===== src/inc/scc_map.svh =====
// Register offsets, field positions and reset values of the sense clock block
`ifndef SCC_MAP_SVH
`define SCC_MAP_SVH

// Byte offsets on the Wishbone port
`define SCC_OFS_PERIOD 8'h00
`define SCC_OFS_DUTY 8'h04
`define SCC_OFS_CONVERSION_CONTROL 8'h08
`define SCC_OFS_START 8'h0c
`define SCC_OFS_RESULT 8'h10
`define SCC_OFS_ISTAT 8'h14
`define SCC_OFS_IMASK 8'h18

// Period control fields
`define SCC_PER_DIV 11:0
`define SCC_PER_SIZE 18:16
`define SCC_PER_SCALE 23:20
`define SCC_PER_SPREAD 24
`define SCC_PER_PRS 25

// High time fields
`define SCC_DUTY_WIDTH 11:0
`define SCC_DUTY_PWM 16

// Conversion control and start fields
`define SCC_ADC_TIME 7:0
`define SCC_ADC_MODE 17:16
`define SCC_START_BIT 0

// Result and interrupt fields
`define SCC_RES_CNT 15:0
`define SCC_RES_POL 16
`define SCC_IRQ_ADC 8

// Conversion mode codes
`define SCC_MODE_OFF 2'h0
`define SCC_MODE_REF 2'h1
`define SCC_MODE_HALF 2'h2
`define SCC_MODE_INPUT 2'h3

// Reset values
`define SCC_DIV_RST 12'h00f
`define SCC_WIDTH_RST 12'h008
`define SCC_TIME_RST 8'h0a
`define SCC_LFSR_SEED 12'h001

`endif


===== src/inc/scc_pkg.sv =====
// Types shared by the sense clock block modules
package scc_pkg;

  typedef enum logic [2:0] {
    ST_IDLE,
    ST_SAMPLE,
    ST_MEAS,
    ST_HALF,
    ST_CALIB
  } scc_state_t;

  typedef struct packed {
    logic ack;
    logic [31:0] rdat;
    logic [11:0] div;
    logic [2:0] lsize;
    logic [3:0] lscale;
    logic spread;
    logic prs;
    logic [11:0] width;
    logic pwm;
    logic [7:0] stime;
    logic [1:0] mode;
    logic start;
    scc_state_t st;
    logic [15:0] cnt;
    logic [15:0] res;
    logic [15:0] gnd;
    logic pol;
    logic ent;
    logic cs1;
    logic cs2;
    logic ist;
    logic imask;
    logic irq;
    logic dac_en;
    logic dac_sink;
    logic reference_capacitor_gnd;
    logic reference_capacitor_smp;
    logic [12:0] scnt;
    logic [12:0] sper;
    logic sclk;
  } scc_top_st_t;

  typedef struct packed {
    logic [11:0] r;
  } scc_lfsr_st_t;

endpackage


===== src/rtl/scc_lfsr.sv =====
// Selectable-length shift register for spreading the sense clock
`include "scc_map.svh"
module scc_lfsr
  import scc_pkg::*;
(
  input wire logic clk,
  input wire logic rst_n,
  input wire logic load,
  input wire logic step,
  input wire logic [2:0] size,
  output logic [11:0] value,
  output logic msb
);

  // Maximal-length taps for lengths 5 to 12, one entry per size code
  localparam logic [11:0] TAPS [8] = '{12'h014, 12'h030, 12'h060, 12'h0b8,
                                      12'h110, 12'h240, 12'h500, 12'h829};
  localparam logic [11:0] LENM [8] = '{12'h01f, 12'h03f, 12'h07f, 12'h0ff,
                                      12'h1ff, 12'h3ff, 12'h7ff, 12'hfff};

  scc_lfsr_st_t s_q;
  scc_lfsr_st_t s_d;
  logic [11:0] cur;

  // An all-zero window would lock up, so it is reseeded at once
  always_comb begin
    cur = s_q.r & LENM[size];
    s_d = s_q;
    if (load || cur == 12'h000) begin
      s_d.r = `SCC_LFSR_SEED;
    end else if (step) begin
      s_d.r = {s_q.r[10:0], ^(s_q.r & TAPS[size])};
    end
    value = cur;
    msb = |(cur & ~(LENM[size] >> 1));
  end

  // State register
  always_ff @(posedge clk or negedge rst_n) begin
    if (!rst_n) begin
      s_q <= '{r: `SCC_LFSR_SEED};
    end else begin
      s_q <= s_d;
    end
  end

endmodule


===== src/rtl/scc_top.sv =====
// Sense clock generator and slope-ADC calibration sequencer on Wishbone
////////////////////////////////////////////////////////////////////////////////
// Summary of operation
// - Half-reference and recovery states run only in half-reference count mode.
// - Half-reference state sinks current for half the ground-to-reference count.
// - Recovery state counts until comparator trips, raises interrupt, stores count.
// - Polarity reads 1 when input was below reference and DAC sourced.
// - Sample clock drives both the sense counter and the ADC counter.
// - Direct mode sense period is divider value plus one sample cycles.
// - Default duty is 50 percent for odd divider, longer high for even.
// - Width control sets high time; divider still sets the period.
// - Spread mode period is divider plus scaled shift register value plus one sample cycles.
// - Shift register length comes from a 3-bit period field.
// - Shift register value is scaled by the 4-bit scale field.
// - Width control works together with spread mode.
// - Pseudo-random select makes sense clock the shift register top bit.
// - Measure state counts until trip, sets interrupt bit 8, stores count.
// - Sampling grounds reference capacitor, or samples input in input mode.
// - Sequencer idles when mode is zero, on a start write of zero, after completion.
////////////////////////////////////////////////////////////////////////////////
`include "scc_map.svh"
module scc_top
  import scc_pkg::*;
(
  input wire logic clk,
  input wire logic rst_n,
  input wire logic wb_cyc_i,
  input wire logic wb_stb_i,
  input wire logic wb_we_i,
  input wire logic [7:0] wb_adr_i,
  input wire logic [3:0] wb_sel_i,
  input wire logic [31:0] wb_dat_i,
  output logic [31:0] wb_dat_o,
  output logic wb_ack_o,
  input wire logic fast_comparator_i,
  output logic sense_clock_o,
  output logic current_dac_b_en_o,
  output logic current_dac_b_sink_o,
  output logic reference_capacitor_gnd_o,
  output logic reference_capacitor_sample_o,
  output logic irq_o
);

  scc_top_st_t s_q;
  scc_top_st_t s_d;
  logic hit;
  logic wr;
  logic trip;
  logic start_wr;
  logic [31:0] rd;
  logic [31:0] m;
  logic [31:0] v;
  logic [12:0] hi;
  logic lfsr_load;
  logic lfsr_step;
  logic [11:0] lfsr_val;
  logic lfsr_msb;

  ////////////////////////////////////////////////////////////////////////////
  // Spreading source

  scc_lfsr u_lfsr (
    .clk(clk),
    .rst_n(rst_n),
    .load(lfsr_load),
    .step(lfsr_step),
    .size(s_q.lsize),
    .value(lfsr_val),
    .msb(lfsr_msb)
  );

  ////////////////////////////////////////////////////////////////////////////
  // Register read image, also the base for byte-lane merges on write
  always_comb begin
    rd = 32'h0000_0000;
    unique case (wb_adr_i)
      `SCC_OFS_PERIOD: begin
        rd[`SCC_PER_DIV] = s_q.div;
        rd[`SCC_PER_SIZE] = s_q.lsize;
        rd[`SCC_PER_SCALE] = s_q.lscale;
        rd[`SCC_PER_SPREAD] = s_q.spread;
        rd[`SCC_PER_PRS] = s_q.prs;
      end
      `SCC_OFS_DUTY: begin
        rd[`SCC_DUTY_WIDTH] = s_q.width;
        rd[`SCC_DUTY_PWM] = s_q.pwm;
      end
      `SCC_OFS_CONVERSION_CONTROL: begin
        rd[`SCC_ADC_TIME] = s_q.stime;
        rd[`SCC_ADC_MODE] = s_q.mode;
      end
      `SCC_OFS_START: rd[`SCC_START_BIT] = s_q.start;
      `SCC_OFS_RESULT: begin
        rd[`SCC_RES_CNT] = s_q.res;
        rd[`SCC_RES_POL] = s_q.pol;
      end
      `SCC_OFS_ISTAT: rd[`SCC_IRQ_ADC] = s_q.ist;
      `SCC_OFS_IMASK: rd[`SCC_IRQ_ADC] = s_q.imask;
      default: rd = 32'h0000_0000;
    endcase
  end

  ////////////////////////////////////////////////////////////////////////////
  // Next-state logic
  always_comb begin
    hit = wb_cyc_i && wb_stb_i && !s_q.ack;
    wr = hit && wb_we_i;
    m = {{8{wb_sel_i[3]}}, {8{wb_sel_i[2]}}, {8{wb_sel_i[1]}}, {8{wb_sel_i[0]}}};
    v = (rd & ~m) | (wb_dat_i & m);
    start_wr = wr && wb_adr_i == `SCC_OFS_START && wb_sel_i[0];
    trip = s_q.cs2 != s_q.ent;
    lfsr_load = 1'b0;
    lfsr_step = 1'b0;
    s_d = s_q;

    // Comparator is asynchronous to clk: two flops before any use
    s_d.cs1 = fast_comparator_i;
    s_d.cs2 = s_q.cs1;

    // Bus slave: every access, mapped or not, gets one ack cycle
    s_d.ack = hit;
    if (hit) begin
      s_d.rdat = rd;
    end

    // Register writes
    if (wr) begin
      unique case (wb_adr_i)
        `SCC_OFS_PERIOD: begin
          s_d.div = v[`SCC_PER_DIV];
          s_d.lsize = v[`SCC_PER_SIZE];
          s_d.lscale = v[`SCC_PER_SCALE];
          s_d.spread = v[`SCC_PER_SPREAD];
          s_d.prs = v[`SCC_PER_PRS];
        end
        `SCC_OFS_DUTY: begin
          s_d.width = v[`SCC_DUTY_WIDTH];
          s_d.pwm = v[`SCC_DUTY_PWM];
        end
        `SCC_OFS_CONVERSION_CONTROL: begin
          s_d.stime = v[`SCC_ADC_TIME];
          s_d.mode = v[`SCC_ADC_MODE];
        end
        `SCC_OFS_START: s_d.start = v[`SCC_START_BIT];
        `SCC_OFS_ISTAT: begin
          if (v[`SCC_IRQ_ADC] && wb_sel_i[1]) begin
            s_d.ist = 1'b0;
          end
        end
        `SCC_OFS_IMASK: s_d.imask = v[`SCC_IRQ_ADC];
        default: s_d.ist = s_q.ist;
      endcase
    end

    // ADC sequencer; counts on clk, the sample clock
    unique case (s_q.st)
      ST_IDLE: s_d.cnt = 16'h0000;
      ST_SAMPLE: begin
        if (s_q.cnt[7:0] >= s_q.stime) begin
          s_d.st = ST_MEAS;
          s_d.cnt = 16'h0000;
          s_d.ent = s_q.cs2;
          // Input above reference means sink; reference modes always source
          s_d.dac_sink = (s_q.mode == `SCC_MODE_INPUT) && s_q.cs2;
          s_d.pol = !s_d.dac_sink;
        end else begin
          s_d.cnt = s_q.cnt + 16'h1;
        end
      end
      ST_MEAS: begin
        if (trip) begin
          s_d.res = s_q.cnt;
          s_d.ist = 1'b1;
          if (s_q.mode != `SCC_MODE_INPUT) begin
            s_d.gnd = s_q.cnt;
          end
          if (s_q.mode == `SCC_MODE_HALF) begin
            s_d.st = ST_HALF;
            s_d.cnt = {1'b0, s_q.cnt[15:1]};
            s_d.dac_sink = 1'b1;
          end else begin
            s_d.st = ST_IDLE;
          end
        end else if (s_q.cnt != 16'hffff) begin
          s_d.cnt = s_q.cnt + 16'h1;
        end
      end
      ST_HALF: begin
        // Loaded with half the count; leaves after that many cycles
        if (s_q.cnt <= 16'h1) begin
          s_d.st = ST_CALIB;
          s_d.cnt = 16'h0000;
          s_d.ent = s_q.cs2;
          s_d.dac_sink = 1'b0;
        end else begin
          s_d.cnt = s_q.cnt - 16'h1;
        end
      end
      ST_CALIB: begin
        if (trip) begin
          s_d.res = s_q.cnt;
          s_d.ist = 1'b1;
          s_d.st = ST_IDLE;
        end else if (s_q.cnt != 16'hffff) begin
          s_d.cnt = s_q.cnt + 16'h1;
        end
      end
    endcase

    // A start write always restarts or aborts; mode zero forces idle
    if (start_wr) begin
      s_d.cnt = 16'h0000;
      s_d.st = (v[`SCC_START_BIT] && s_d.mode != `SCC_MODE_OFF) ? ST_SAMPLE : ST_IDLE;
      lfsr_load = v[`SCC_START_BIT];
    end
    if (s_q.mode == `SCC_MODE_OFF) begin
      s_d.st = ST_IDLE;
    end

    // Analog controls follow the next state so they line up with it
    s_d.dac_en = s_d.st == ST_MEAS || s_d.st == ST_HALF || s_d.st == ST_CALIB;
    if (!s_d.dac_en) begin
      s_d.dac_sink = 1'b0;
    end
    s_d.reference_capacitor_gnd = s_d.st == ST_SAMPLE && s_d.mode != `SCC_MODE_INPUT;
    s_d.reference_capacitor_smp = s_d.st == ST_SAMPLE && s_d.mode == `SCC_MODE_INPUT;

    // Interrupt: status set above wins over a same-cycle clear
    s_d.irq = s_d.ist && s_d.imask;

    // Sense clock: high time from width field or from half the period
    hi = s_q.pwm ? {1'b0, s_q.width} : (s_q.sper >> 1) + 13'h1;
    s_d.sclk = s_q.prs ? lfsr_msb : (s_q.scnt < hi);
    if (s_q.scnt >= s_q.sper) begin
      s_d.scnt = 13'h0;
      if (s_q.spread) begin
        s_d.sper = {1'b0, s_q.div} + {1'b0, lfsr_val >> s_q.lscale};
        lfsr_step = 1'b1;
      end else begin
        s_d.sper = {1'b0, s_q.div};
      end
    end else begin
      s_d.scnt = s_q.scnt + 13'h1;
    end
    if (s_q.prs) begin
      lfsr_step = 1'b1;
    end
  end

  ////////////////////////////////////////////////////////////////////////////
  // State register
  always_ff @(posedge clk or negedge rst_n) begin
    if (!rst_n) begin
      s_q <= '0;
      s_q.div <= `SCC_DIV_RST;
      s_q.sper <= {1'b0, `SCC_DIV_RST};
      s_q.width <= `SCC_WIDTH_RST;
      s_q.stime <= `SCC_TIME_RST;
      s_q.st <= ST_IDLE;
    end else begin
      s_q <= s_d;
    end
  end

  // Outputs straight from the state register
  assign wb_dat_o = s_q.rdat;
  assign wb_ack_o = s_q.ack;
  assign sense_clock_o = s_q.sclk;
  assign current_dac_b_en_o = s_q.dac_en;
  assign current_dac_b_sink_o = s_q.dac_sink;
  assign reference_capacitor_gnd_o = s_q.reference_capacitor_gnd;
  assign reference_capacitor_sample_o = s_q.reference_capacitor_smp;
  assign irq_o = s_q.irq;
endmodule


===== config.mk =====
export PLATFORM = sky130hd
export DESIGN_NAME = scc_top
export DESIGN_NICKNAME = d
export VERILOG_FILES = /design/src/inc/scc_pkg.sv /design/src/rtl/scc_lfsr.sv /design/src/rtl/scc_top.sv
export VERILOG_INCLUDE_DIRS = /design/src /design/src/inc
export SDC_FILE = /design/constraint.sdc
export NUM_CORES = 1
export LEC_CHECK = 0
export ABC_AREA = 0
export BUFFER_PORTS_ARGS = -buffer_cell sky130_fd_sc_hd__buf_2
export CAP_MARGIN = 15
export CORE_UTILIZATION = 40
export CTS_CLUSTER_DIAMETER = 60
export DETAILED_ROUTE_END_ITERATION = 6
export HOLD_SLACK_MARGIN = 0.08
export PLACE_DENSITY = 0.64
export SKIP_LAST_GASP = 1
export SYNTH_ARGS = -nofsm -noshare
export SYNTH_HDL_FRONTEND = slang
export SYNTH_SLANG_ARGS = --single-unit

===== constraint.sdc =====
create_clock -name clk -period 9.2 [get_ports clk]
set_clock_uncertainty 0.05 [all_clocks]
set_input_delay 0.46 -clock clk [delete_from_list [all_inputs] [get_ports clk]]
set_output_delay 0.46 -clock clk [all_outputs]
set_load 0.005 [all_outputs]

**Yosys cells after proc, flatten, opt, wreduce, memory -nomap -nowiden**

Memory sizes are Yosys's and may differ from the RTL's.
Cells that the tools add are included.

- Register bits after elaboration: 172
- Output and inout port bits: 39
- Memories: 2
- Input port bits: 50
- Memory bits (read-only): 192
- Word-level logic and storage cells: 183

- Add/subtract/negate cells: 5
- Shifts and indexed selects: 1
- Equality and inequality tests: 32
- Bitwise logic cells: 9
- Mux-type cells: 61
- Order comparisons: 5
- Reduce and logical (&&, ||, !) cells: 37

Memory list:

| memory | words | bits a word | read ports | clocked after Yosys merged registers in | write ports | line | text |
|---|---|---|---|---|---|---|---|
| (no name shown) | 8 | 12 | 1 | 0 | 0 | scc_lfsr.sv:27 | `cur = s_q.r & LENM[size];` |
| (no name shown) | 8 | 12 | 1 | 0 | 0 | scc_lfsr.sv:32 | `s_d.r = {s_q.r[10:0], ^(s_q.r & TAPS[size])};` |

Operators by type and width:

| cell | number |
|---|---|
| $mux 16 | 8 |
| $pmux 16 s5 | 1 |
| $mux 12 | 6 |
| $and 26x26->26 | 2 |
| $mux 13 | 3 |
| $and 12x12->12 | 3 |
| $mux 32 | 1 |
| $pmux 16 s2 | 1 |
| $pmux 7 s4 | 1 |
| $not 26->26 | 1 |
| $or 26x26->26 | 1 |
| $eq 8x5->1 const B | 3 |
| $mux 1 | 20 |
| $mux 19 | 1 |
| $mux 3 | 6 |
| $add 16x1->16 const B | 1 |
| $eq 8x4->1 const B | 2 |
| $le 16x1->1 const B | 1 |
| $ne 16x16->1 const B | 1 |
| $sub 16x1->16 const B | 1 |
| $ne 3x3->1 const B | 5 |
| $add 12x1->13 const B | 1 |
| $add 12x12->13 | 1 |
| $add 13x1->13 const B | 1 |
| 39 further kinds | 78 |

**Logic depth before layout (Yosys ltp)**

Gate-level depths: netlist of the first run.

- Depth in word-level cells: 16
- Gate-level depth with buffers: 15
- Depth with buffers taken out: 14

**Cells and area by module**

A second synthesis of the first run with hierarchy kept.

- Cell total of the unflattened synthesis: 1170
- Area, all modules: 10769.1 sq um

Modules (own cells, without submodules):

| module | times used | area each (sq um) | sequential area each (sq um) | cells each |
|---|---|---|---|---|
| scc_top | 1 | 9923.3 | 3617.2 | 1082 |
| scc_lfsr | 1 | 845.8 | 301.5 | 88 |

**Least setup slack after synthesis of the first run**

Ideal clock, no wire load.

- Path kind: register to register
- Start: register s_q[115] (netlist name)
- End: register s_q[13] (netlist name)
- Path slack: 5.613 ns
- Data arrival time: 3.412 ns
- Setup time: 0.125 ns
- Period minus slack after synthesis: 3.587 ns
- Cell stages (with the launch flop): 15
- Required time: 9.025 ns
- Buffers on the path: 2
- Path through: dfrtp_1 > clkbuf_1 > clkbuf_1 > o21ai_0 > mux2_2 > a21oi_1 > o22ai_1 > ha_1 > fa_1 > a211oi_1 > o21ai_0 > a41oi_1 > nand2b_1 > a21oi_1 > mux2_2

- Cells in the longest elaborated chain, start to end: 3

Ends and longest elaborated chain:

| what | line | text |
|---|---|---|
| start, declared | scc_top.sv:44 | `scc_top_st_t s_q;` |
| $shr 12x4->12 | scc_top.sv:237 | `s_d.sper = {1'b0, s_q.div} + {1'b0, lfsr_val >> s_q.lscale};` |
| $add 12x12->13 | scc_top.sv:237 |  |
| $mux 13 | scc_top.sv:236 | `if (s_q.spread) begin` |

Every way passes these cells.
A chain may end at the register's enable or synchronous reset.

**Worst setup path after layout of the first run**

- Start: register s_q[119] (netlist name)
- End: register s_q[13] (netlist name)

- Cells in the longest elaborated chain, start to end: 8

Ends and longest elaborated chain:

| what | line |
|---|---|
| $not 3->4 (not written as such) | scc_lfsr.sv:27 |
| $mem_v2 8x12 | - |
| $mux 12 (not written as such) (2 in series) | scc_lfsr.sv:27 |
| $and 12x12->12 | scc_lfsr.sv:27 |
| $shr 12x4->12 | scc_top.sv:237 |
| $add 12x12->13 | scc_top.sv:237 |
| $mux 13 | scc_top.sv:236 |

Every way passes these cells. The select of a mux whose other input is x is not followed.

==> flow_summary.ini, run 1 <==
[cells_and_area]
final_net_count = 1318
utilization_pct = 44.7
multi_input_area_sq_um = 6170
syn_to_final_growth_pct = 8.90
seqCellArea_sq_um = 3920
drive_gt1_share_pct = 15.8
fillers = 2541

[yosys]
yosysTopAreaCellShare_pct = 33.4
syn_area_per_cell_sq_um = 8.86
synth_cell_types = 82
synth_edf_count = 0
async_flop_share_pct = 100
synth_area_sq_um = 10800
synth_area_leaders = dfrtp_1, ha_1, mux2_2
seq_area_frac_synth_pct = 36.4
ys_warn_count = 0
ys_ff_latch = 156
synth_cells = 1217
synth_flop_cell = dfrtp_1
yosysTopAreaCell = dfrtp_1

[global_routing]
grt_pass1_wl_mm = 48.2
grt_max_degree = 82
antenna_found_initial = 3
grt_pass1_vias = 8723
grt_overflow = 0
grtUsageTotal_pct = 21.9

[timing]
min_period_ps = 4130
timing_hold_violations_final = 0
fmax_ghz = 0.242
rsz0062_at_grt = no
finalMaxSlewViolations = 0
slew_headroom_pct = 17.2
finalCritPeriodShare_pct = 44.8
whs_ps = 201
setup_viol = 0
setup_slack_ps = 5070
setup-tns-final_ps = 0
worst_pin_slew_ps = 1240

[clock_tree]
path_clk_slew_ps = 60
post_cts_buffers = 0
cts_tree = done
cts_root_buf = clkbuf_16
htreeDepth = 4
clk_latency_ps = 440
clock-sinks = 156
clk_path_buf_depth = 2
cts_buffers = 17

[drt]
drt_pass1_iterations = 7
wl_met3_mm = 2.23
route.detailed.wl_per_inst_um = 18.8
met1_length_mm = 13.9
met2_length_mm = 12.5
highest-signal-layer = met5
postRouteAntennaNets = 0
routed_via_density = 6.00
drt_iter0_drc = 1058
num_vias = 9409
routed_wl_mm = 29.5
route.detailed.drc = 26

[pwr]
internal-power_mw = 1.26
p_leak_nw = 5.11
power.total_mw = 1.78
pwr-share-clk_pct = 41.7
power_frac_seq_pct = 43.2
p_sw_mw = 0.527
power_density_nw_per_um2 = 152
p_sw_share_pct = 29.5
comb_power_share_pct = 15.1
irDropWorstVdd_uv = 98.7

[critical_path]
worst-path-stages = 14
slowest_delay_ps = 640
cp_slowest_cell = dfrtp_1
critPathBufInv = 0
start_kind = register
rr_worst_depth = 14
path_class = reg2reg
cp-end-kind = register
worstPathMaxFanout = 23
critical_path_required_ps = 9470
arrival_ps = 4400
cp_cell_sequence = or3_1 -> nand3_1 -> o21ai_0 -> mux2_2 -> a21oi_1 -> o22ai_1 -> ha_1 -> fa_1 -> a211oi_1 -> o21ai_0 -> a41oi_1 -> nand2b_1 -> a21oi_1 -> mux2_2
startpoint = s_q[119]
rr_endpoint = s_q[13]
rrSetupSlack_ps = 5070
timing.rr.start = s_q[119]
crit_family = compound AO/OA/AOI/OAI gates

[die]
start_util_pct = 41.0
design.die.area_sq_um = 27600
io_pins = 89
fp.dieW_um = 166
die_h_um = 166
coreArea_sq_um = 26300
rows = 59

[hold_path]
min_path_type = in2reg
hold_start = wb_dat_i[22]
holdPathStages = 2
min_to = s_q[117]

[status]
failed_checks = DRC
status = finished with violations

[placed_design]
gp_congestion = 0.928
dp_slack_ps = 5080
portBuffers = 70
dpl.hpwl_mm = 21.1

[run]
cap_violations = 0
==> logic make-up after synthesis <==
| kind of cell | share of synthesized area (%) |
|---|---|
| AND/OR/NAND/NOR | 17.9 |
| AO/OA/AOI/OAI | 20.4 |
| flip-flops | 36.4 |
| buffers and inverters | 6.73 |
| multiplexers | 8.67 |
| adder cells (fa/ha/maj) | 6.08 |
| XOR/XNOR | 3.82 |
| other | 0.0348 |
==> through the flow <==
stage,cells,area [sq um]
global route,1566,11700
floorplan,1223,10800
detailed placement,1531,11100
global placement,1531,11100
finish,1567,11700
CTS,1565,11700
==> layout make-up <==
type	count	area share (%)
clock buffer	17	3.62
antenna	2	0.0426
timing repair buffer	81	3.78
inverter	45	1.44
multi-input combinational	916	52.6
tap	335	3.57
clock inverter	15	1.60
sequential	156	33.4
==> flip-flops by register name, summed over array words and instances, names as in the netlist <==
| name | cells |
|---|---|
| irq_o | 1 |
| reference_capacitor_gnd_o | 1 |
| reference_capacitor_sample_o | 1 |
| s_q | 111 |
| sense_clock_o | 1 |
| wb_dat_o | 25 |
| wb_ack_o | 1 |
| current_dac_b_en_o | 1 |
| s_d | 1 |
| u_lfsr.s_q | 12 |
| current_dac_b_sink_o | 1 |
==> synthesized netlist by cell type (all sizes together) (8+ instances only) <==
library cell  count
o22ai            14
nand4            15
nor2             99
nor4             20
dfstp            12
a21oi            91
nand2b           13
a31oi            18
buf              56
and2              9
nor3             32
a22o             15
and3             11
or4               8
ha               50
a211oi           16
a21o             13
nor2b            12
mux2             49
dfrtp           144
a22oi             9
xnor2            31
nand3            47
mux2i            36
o31ai            11
inv              43
clkbuf           50
xor2             16
o211ai           11
nand2            88
o21ai            89
==> worst max-delay path by stage <==
stage	end	slack, ps
2_1_floorplan	s_q[13]	5610
3_3_place_gp	s_q[13]	5120
3_5_place_dp	s_q[13]	5080
4_1_cts	s_q[13]	5060
5_1_grt	s_q[13]	4790
6_report	s_q[13]	5070
==> layer usage <==
metal,vias up,global-route usage [%]
met4,2,8.21
met3,62,4.00
met1,4517,31.8
li1,4437,-
met5,-,0
met2,391,32.1
==> power by group through the flow <==
stage	registers, mW	logic [mW]	clock network, mW
2_1_floorplan	0.752	0.207	0
3_3_place_gp	0.781	0.264	0
3_5_place_dp	0.782	0.267	0
4_1_cts	0.770	0.269	0.754
5_1_grt	0.777	0.301	0.785
6_report	0.771	0.270	0.744
==> worst register-to-register path: cells and delay by family, from the launching register on <==
family	cells	cell delay, ps
AND/OR/NAND/NOR	3	730
AO/OA/AOI/OAI	7	1320
multiplexers	2	590
adder cells (fa/ha/maj)	2	690
flip-flops	1	640
==> what timing repair did <==
action                    in CTS  in global routing
hold endpoints to repair      63                  0
gates resized for setup        0                  0
hold buffers                   2                  0
==> cell usage in the layout, fill, tap and decap left out, types with 15 or more instances in the layout <==
master	synthesis	routed
nor3_1	32	32
xnor2_1	31	30
nor4_1	17	17
ha_1	50	50
nand3_1	45	45
a211oi_1	16	15
nand4_1	15	15
o21ai_0	73	73
nor2_1	98	98
inv_1	43	43
buf_2	16	69
mux2i_1	36	36
dfrtp_1	144	144
a21oi_1	91	91
xor2_1	16	16
nand2_1	88	88
clkbuf_16	0	17
a22o_1	15	15
mux2_2	49	49
a31oi_1	17	17
(Power assumes the default switching activity.)
==> run 2: changes to the inputs <==
- ABC_AREA: 0 -> 1
- PLACE_DENSITY: 0.64 -> 0.66
- clock period: 9.2 -> 3.65 ns (I/O delays scaled with it)
==> flow_summary.ini, run 2 <==
[cells_and_area]
antenna_cells = 0
top_register = s_q
final_net_count = 1584
multi_input_area_sq_um = 5550
mostFrequentLayoutCell = nand2_1
fillers = 2559
final_cell_mix = nand2_1, o21ai_0, dfrtp_1, inv_1, nor2_1
syn_to_final_growth_pct = 11.4
largest_reg_flops = 111
seqCellArea_sq_um = 3920
drive_gt1_share_pct = 12.9

[die]
start_util_pct = 41.2
fp.dieW_um = 164
io_pins = 89
design.die.area_sq_um = 26800
rows = 58
die_h_um = 164
coreArea_sq_um = 25400

[drt]
num_vias = 9573
drt_iter0_drc = 661
route.detailed.drc = 0
routed_wl_mm = 28.3
postRouteAntennaNets = 0
routed_via_density = 5.24
route.detailed.wl_per_inst_um = 15.5
drt_pass1_iterations = 5

[yosys]
synth_flop_cell = dfrtp_1
async_flop_share_pct = 100
yosysMostFrequentCell = nand2_1
syn_area_per_cell_sq_um = 7.28
synth_cell_types = 54
seq_area_frac_synth_pct = 37.4
synth_area_sq_um = 10500
ys_warn_count = 0
ys_ff_latch = 156
synth_area_leaders = dfrtp_1, nand2_1, o21ai_0
yosysTopAreaCellShare_pct = 34.4
synth_cells = 1437
synthTopCellsByCount = nand2_1, o21ai_0, dfrtp_1
synth_edf_count = 0
yosysTopAreaCell = dfrtp_1

[timing]
fmax_ghz = 0.292
finalMaxSlewViolations = 0
setup-tns-final_ps = 0
setup_viol = 0
rsz0062_at_grt = no
slew_headroom_pct = 46.6
finalCritPeriodShare_pct = 93.9
worst_pin_slew_ps = 799
timing_hold_violations_final = 0
whs_ps = 81.5
min_period_ps = 3430

[clock_tree]
cts_root_buf = clkbuf_16
post_cts_buffers = 0
clk_latency_ps = 440
cts_buffers = 17
cts_tree = done
htreeDepth = 4
clock-sinks = 156
path_clk_slew_ps = 60
clk_path_buf_depth = 2

[status]
status = finished clean

[global_routing]
grt_max_degree = 83
grt_overflow = 0
grtUsageTotal_pct = 21.9
antenna_found_initial = 0
grt_pass1_wl_mm = 46.0
grt_pass1_vias = 8947

[critical_path]
worstPathMaxFanout = 3
critical_path_required_ps = 3960
rrSetupSlack_ps = 220
critPathBufInv = 2
timing.rr.start = s_q[2]
arrival_ps = 3740
path_class = reg2reg
cp-end-kind = register
cp_slowest_cell = a2111oi_0
critPathMostFrequentCell = nand2_1
start_kind = register
slowest_delay_ps = 700
crit_family = simple AND/OR/NAND/NOR gates
rr_worst_depth = 17
rr_endpoint = sense_clock_o
cp_cell_sequence = inv_1 -> nor3_2 -> nand2_1 -> nor3_2 -> nand2_1 -> nor2_1 -> nand2_1 -> xor2_1 -> nand2_1 -> o21ai_0 -> ha_1 -> nand2_1 -> nor2_1 -> a2111oi_0 -> buf_4 -> nand3_1 -> nand2_1

[hold_path]
hold_start = wb_dat_i[9]
holdPathStages = 3
min_to = s_q[110]
min_path_type = in2reg

[placed_design]
gp_congestion = 0.913
portBuffers = 70
dpl.hpwl_mm = 21.5

[pwr]
p_leak_nw = 5.53
power_density_nw_per_um2 = 557
irDropWorstVdd_uv = 430

[run]
cap_violations = 0
run 2: changes by cell type after synthesis, sizes merged, moves of 21 or more:
cell / before / now
mux2i: 36 / 1
clkbuf: 50 / 29
a21oi: 91 / 57
o21ai: 89 / 216
nand3: 47 / 95
xnor2: 31 / 3
inv: 43 / 155
nand2: 88 / 364
mux2: 49 / 0
run 2: metal layers:
metal  wire length (um)  track usage, %
met2              14200            37.8
met4                493            5.51
met5                  0               0
met3               1160            3.41
met1              12500            28.5
run 2: worst max path at each step:
| stage | from | end | cells past startpoint |
|---|---|---|---|
| 2_1_floorplan | s_q[120] | s_q[10] | 24 |
| 3_3_place_gp | s_q[2] | sense_clock_o | 17 |
| 3_5_place_dp | s_q[2] | sense_clock_o | 17 |
| 4_1_cts | s_q[2] | sense_clock_o | 17 |
| 5_1_grt | s_q[2] | sense_clock_o | 17 |
| 6_report | s_q[2] | sense_clock_o | 17 |
run 2: layout make-up:
| class | count | area share, % |
|---|---|---|
| clock inverter | 12 | 1.19 |
| timing repair buffer | 98 | 5.22 |
| tap | 330 | 3.54 |
| sequential | 156 | 33.6 |
| clock buffer | 20 | 3.83 |
| inverter | 157 | 5.05 |
| multi-input combinational | 1053 | 47.5 |
run 2: logic make-up after synthesis:
logic type / Yosys count / share of synthesized area (%)
multiplexers: 1 / 0.0956
adder cells (fa/ha/maj): 51 / 6.17
other: 1 / 0.0358
buffers and inverters: 234 / 9.84
flip-flops: 156 / 37.4
AO/OA/AOI/OAI: 339 / 17.8
AND/OR/NAND/NOR: 633 / 26.8
XOR/XNOR: 22 / 1.84
run 2: tightest hold or removal path, stage by stage:
cell	delay, ps
buf_2	90
o21ai_0	100
o21ai_0	140
run 2: what timing repair did:
item | CTS | global route
hold buffers | 17 | 0
resized for setup | 0 | 6
endpoints found under the setup margin | 0 | 5
hold endpoints to repair | 81 | 0
run 2: power breakdown:
group / leakage [nW] / internal (mW) / switching (mW)
Combinational: 3.26 / 0.782 / 1.65
Clock: 0.274 / 1.03 / 0.770
Sequential: 2.00 / 1.98 / 0.285
run 2: through the flow:
step | instances | setup WS (ps) | util (%) | total power, mW | area (sq um)
6_report | 1826 | 221 | 45.9 | 6.50 | 11700
5_1_grt | 1826 | 8.52 | 45.9 | 6.99 | 11700
4_1_cts | 1826 | 229 | 45.9 | 6.52 | 11700
3_5_place_dp | 1777 | 297 | 42.9 | 4.68 | 10900
3_3_place_gp | 1777 | 355 | 42.9 | 4.65 | 10900
2_1_floorplan | 1443 | 793 | - | 4.09 | 10500
==> run 3: changes to the inputs <==
- ABC_AREA: 1 -> not set
- SKIP_LAST_GASP: 1 -> not set
==> flow_summary.ini, run 3 (synthesis gave the netlist of run 1 again) <==
[die]
design.die.area_sq_um = 27600
fp.dieW_um = 166
start_util_pct = 41.0
io_pins = 89
rows = 59
coreArea_sq_um = 26300
die_h_um = 166

[timing]
fmax_ghz = 0.292
setup_slack_ps = 224
setup_viol = 0
finalCritPeriodShare_pct = 93.9
finalMaxSlewViolations = 0
worst_pin_slew_ps = 977
whs_ps = 89.7
min_period_ps = 3430
slew_headroom_pct = 34.2
rsz0062_at_grt = no
timing_hold_violations_final = 0

[placed_design]
gp_congestion = 0.929
dpl.hpwl_mm = 22.2
portBuffers = 70
dp_slack_ps = -19.8

[critical_path]
critPathBufInv = 0
critPathMostFrequentCell = mux2_2
cp-end-kind = register
arrival_ps = 3690
start_kind = register
cp_cell_sequence = mux2_2 -> a22o_1 -> a31oi_1 -> mux2_2 -> nor2_1 -> ha_1 -> o21ai_0 -> a21o_1 -> o211ai_1 -> and3_1 -> o31ai_1 -> mux2_2
crit_family = compound AO/OA/AOI/OAI gates
critical_path_required_ps = 3910
path_class = reg2reg
slowest_delay_ps = 580
worstPathMaxFanout = 12
cp_slowest_cell = dfrtp_1

[global_routing]
grtUsageTotal_pct = 22.3
grt_pass1_wl_mm = 49.5
grt_overflow = 0
grt_pass1_vias = 9111
antenna_found_initial = 0
grt_max_degree = 85

[cells_and_area]
mostFrequentLayoutCell = dfrtp_1
drive_gt1_share_pct = 17.9
utilization_pct = 46.0
syn_to_final_growth_pct = 12.2
top_register = s_q
final_net_count = 1360
largest_reg_flops = 111
final_cell_mix = dfrtp_1, nor2_1, a21oi_1, nand2_1, o21ai_0
fillers = 2514
antenna_cells = 0

[drt]
routed_wl_mm = 30.2
routed_via_density = 5.96
postRouteAntennaNets = 0
drt_pass1_iterations = 7
route.detailed.wl_per_inst_um = 18.8
route.detailed.drc = 18
num_vias = 9577
drt_iter0_drc = 963

[status]
status = finished with violations
failed_checks = DRC

[clock_tree]
post_cts_buffers = 0
cts_root_buf = clkbuf_16
htreeDepth = 4
clk_latency_ps = 440
clock-sinks = 156
cts_tree = done
clk_path_buf_depth = 2
path_clk_slew_ps = 70
cts_buffers = 17

[pwr]
power_density_nw_per_um2 = 374
irDropWorstVdd_uv = 361
p_leak_nw = 5.30
power.total_mw = 4.52

[hold_path]
min_path_type = in2reg

[run]
cap_violations = 0
-- run 3: cell types whose count changed in the layout (fill, tap and decap cells not counted), sizes merged, moves of 17 or more --
cell   previous run  this run
o21ai           216        89
nand2           364        88
nor4              3        20
buf              81       107
nand3            95        47
inv             158        51
mux2i             1        36
a21oi            57        91
mux2              0        49
nor2            118        99
xnor2             3        31
-- run 3: layout make-up --
class	count	area [sq um]	share of cell area, %
Timing Repair Buffer	123	795	6.57
Multi-Input combinational cell	916	6190	51.2
Tap cell	335	419	3.47
Inverter	45	169	1.40
Sequential cell	156	3920	32.4
Clock buffer	17	425	3.52
Clock inverter	15	175	1.45
-- run 3: worst min-delay path, stage by stage --
cell	delay, ps
buf_2	80
mux2i_1	110
o21ai_0	160
-- run 3: per-layer routing --
layer / global-route usage (%) / share of wire (%)
met1: 32.3 / 48
met2: 33.8 / 44
met3: 4.12 / 6.7
met4: 6.38 / 1.8
met5: 0 / 0
-- run 3: power by group --
part | switching (mW) | leakage, nW | internal, mW
logic | 0.446 | 2.94 | 0.320
registers | 0.114 | 2.08 | 1.81
clock network | 0.804 | 0.286 | 1.03
-- run 3: worst paths after layout --
path | from | to | slack (ps) | cells past startpoint
max reg2reg | s_q[115] | s_q[12] | 220 | 12
min in group asynchronous | rst_n | s_d[34] | 330 | 2
max in group asynchronous | rst_n | u_lfsr.s_q[0] | 2310 | 3
min | wb_dat_i[3] | s_q[95] | 90 | 3
min reg2reg | s_d[34] | s_q[34] | 310 | 0
max | s_q[115] | s_q[12] | 220 | 12
-- run 3: stage by stage --
step	setup TNS (ps)	cell area [sq um]	std cells
after detailed placement	-19.8	11300	1559
after CTS	0	12100	1607
after global placement	0	11300	1559
after global routing	0	12100	1607
final	0	12100	1607
after floorplan	0	10800	1223
-- run 3: timing repair --
action | in CTS | in global routing
hold buffers | 16 | 0
endpoints found under the hold margin | 86 | 0
pin swaps | 0 | 3
endpoints found under the setup margin | 1 | 8
cloned | 0 | 0
gates resized for setup | 1 | 7
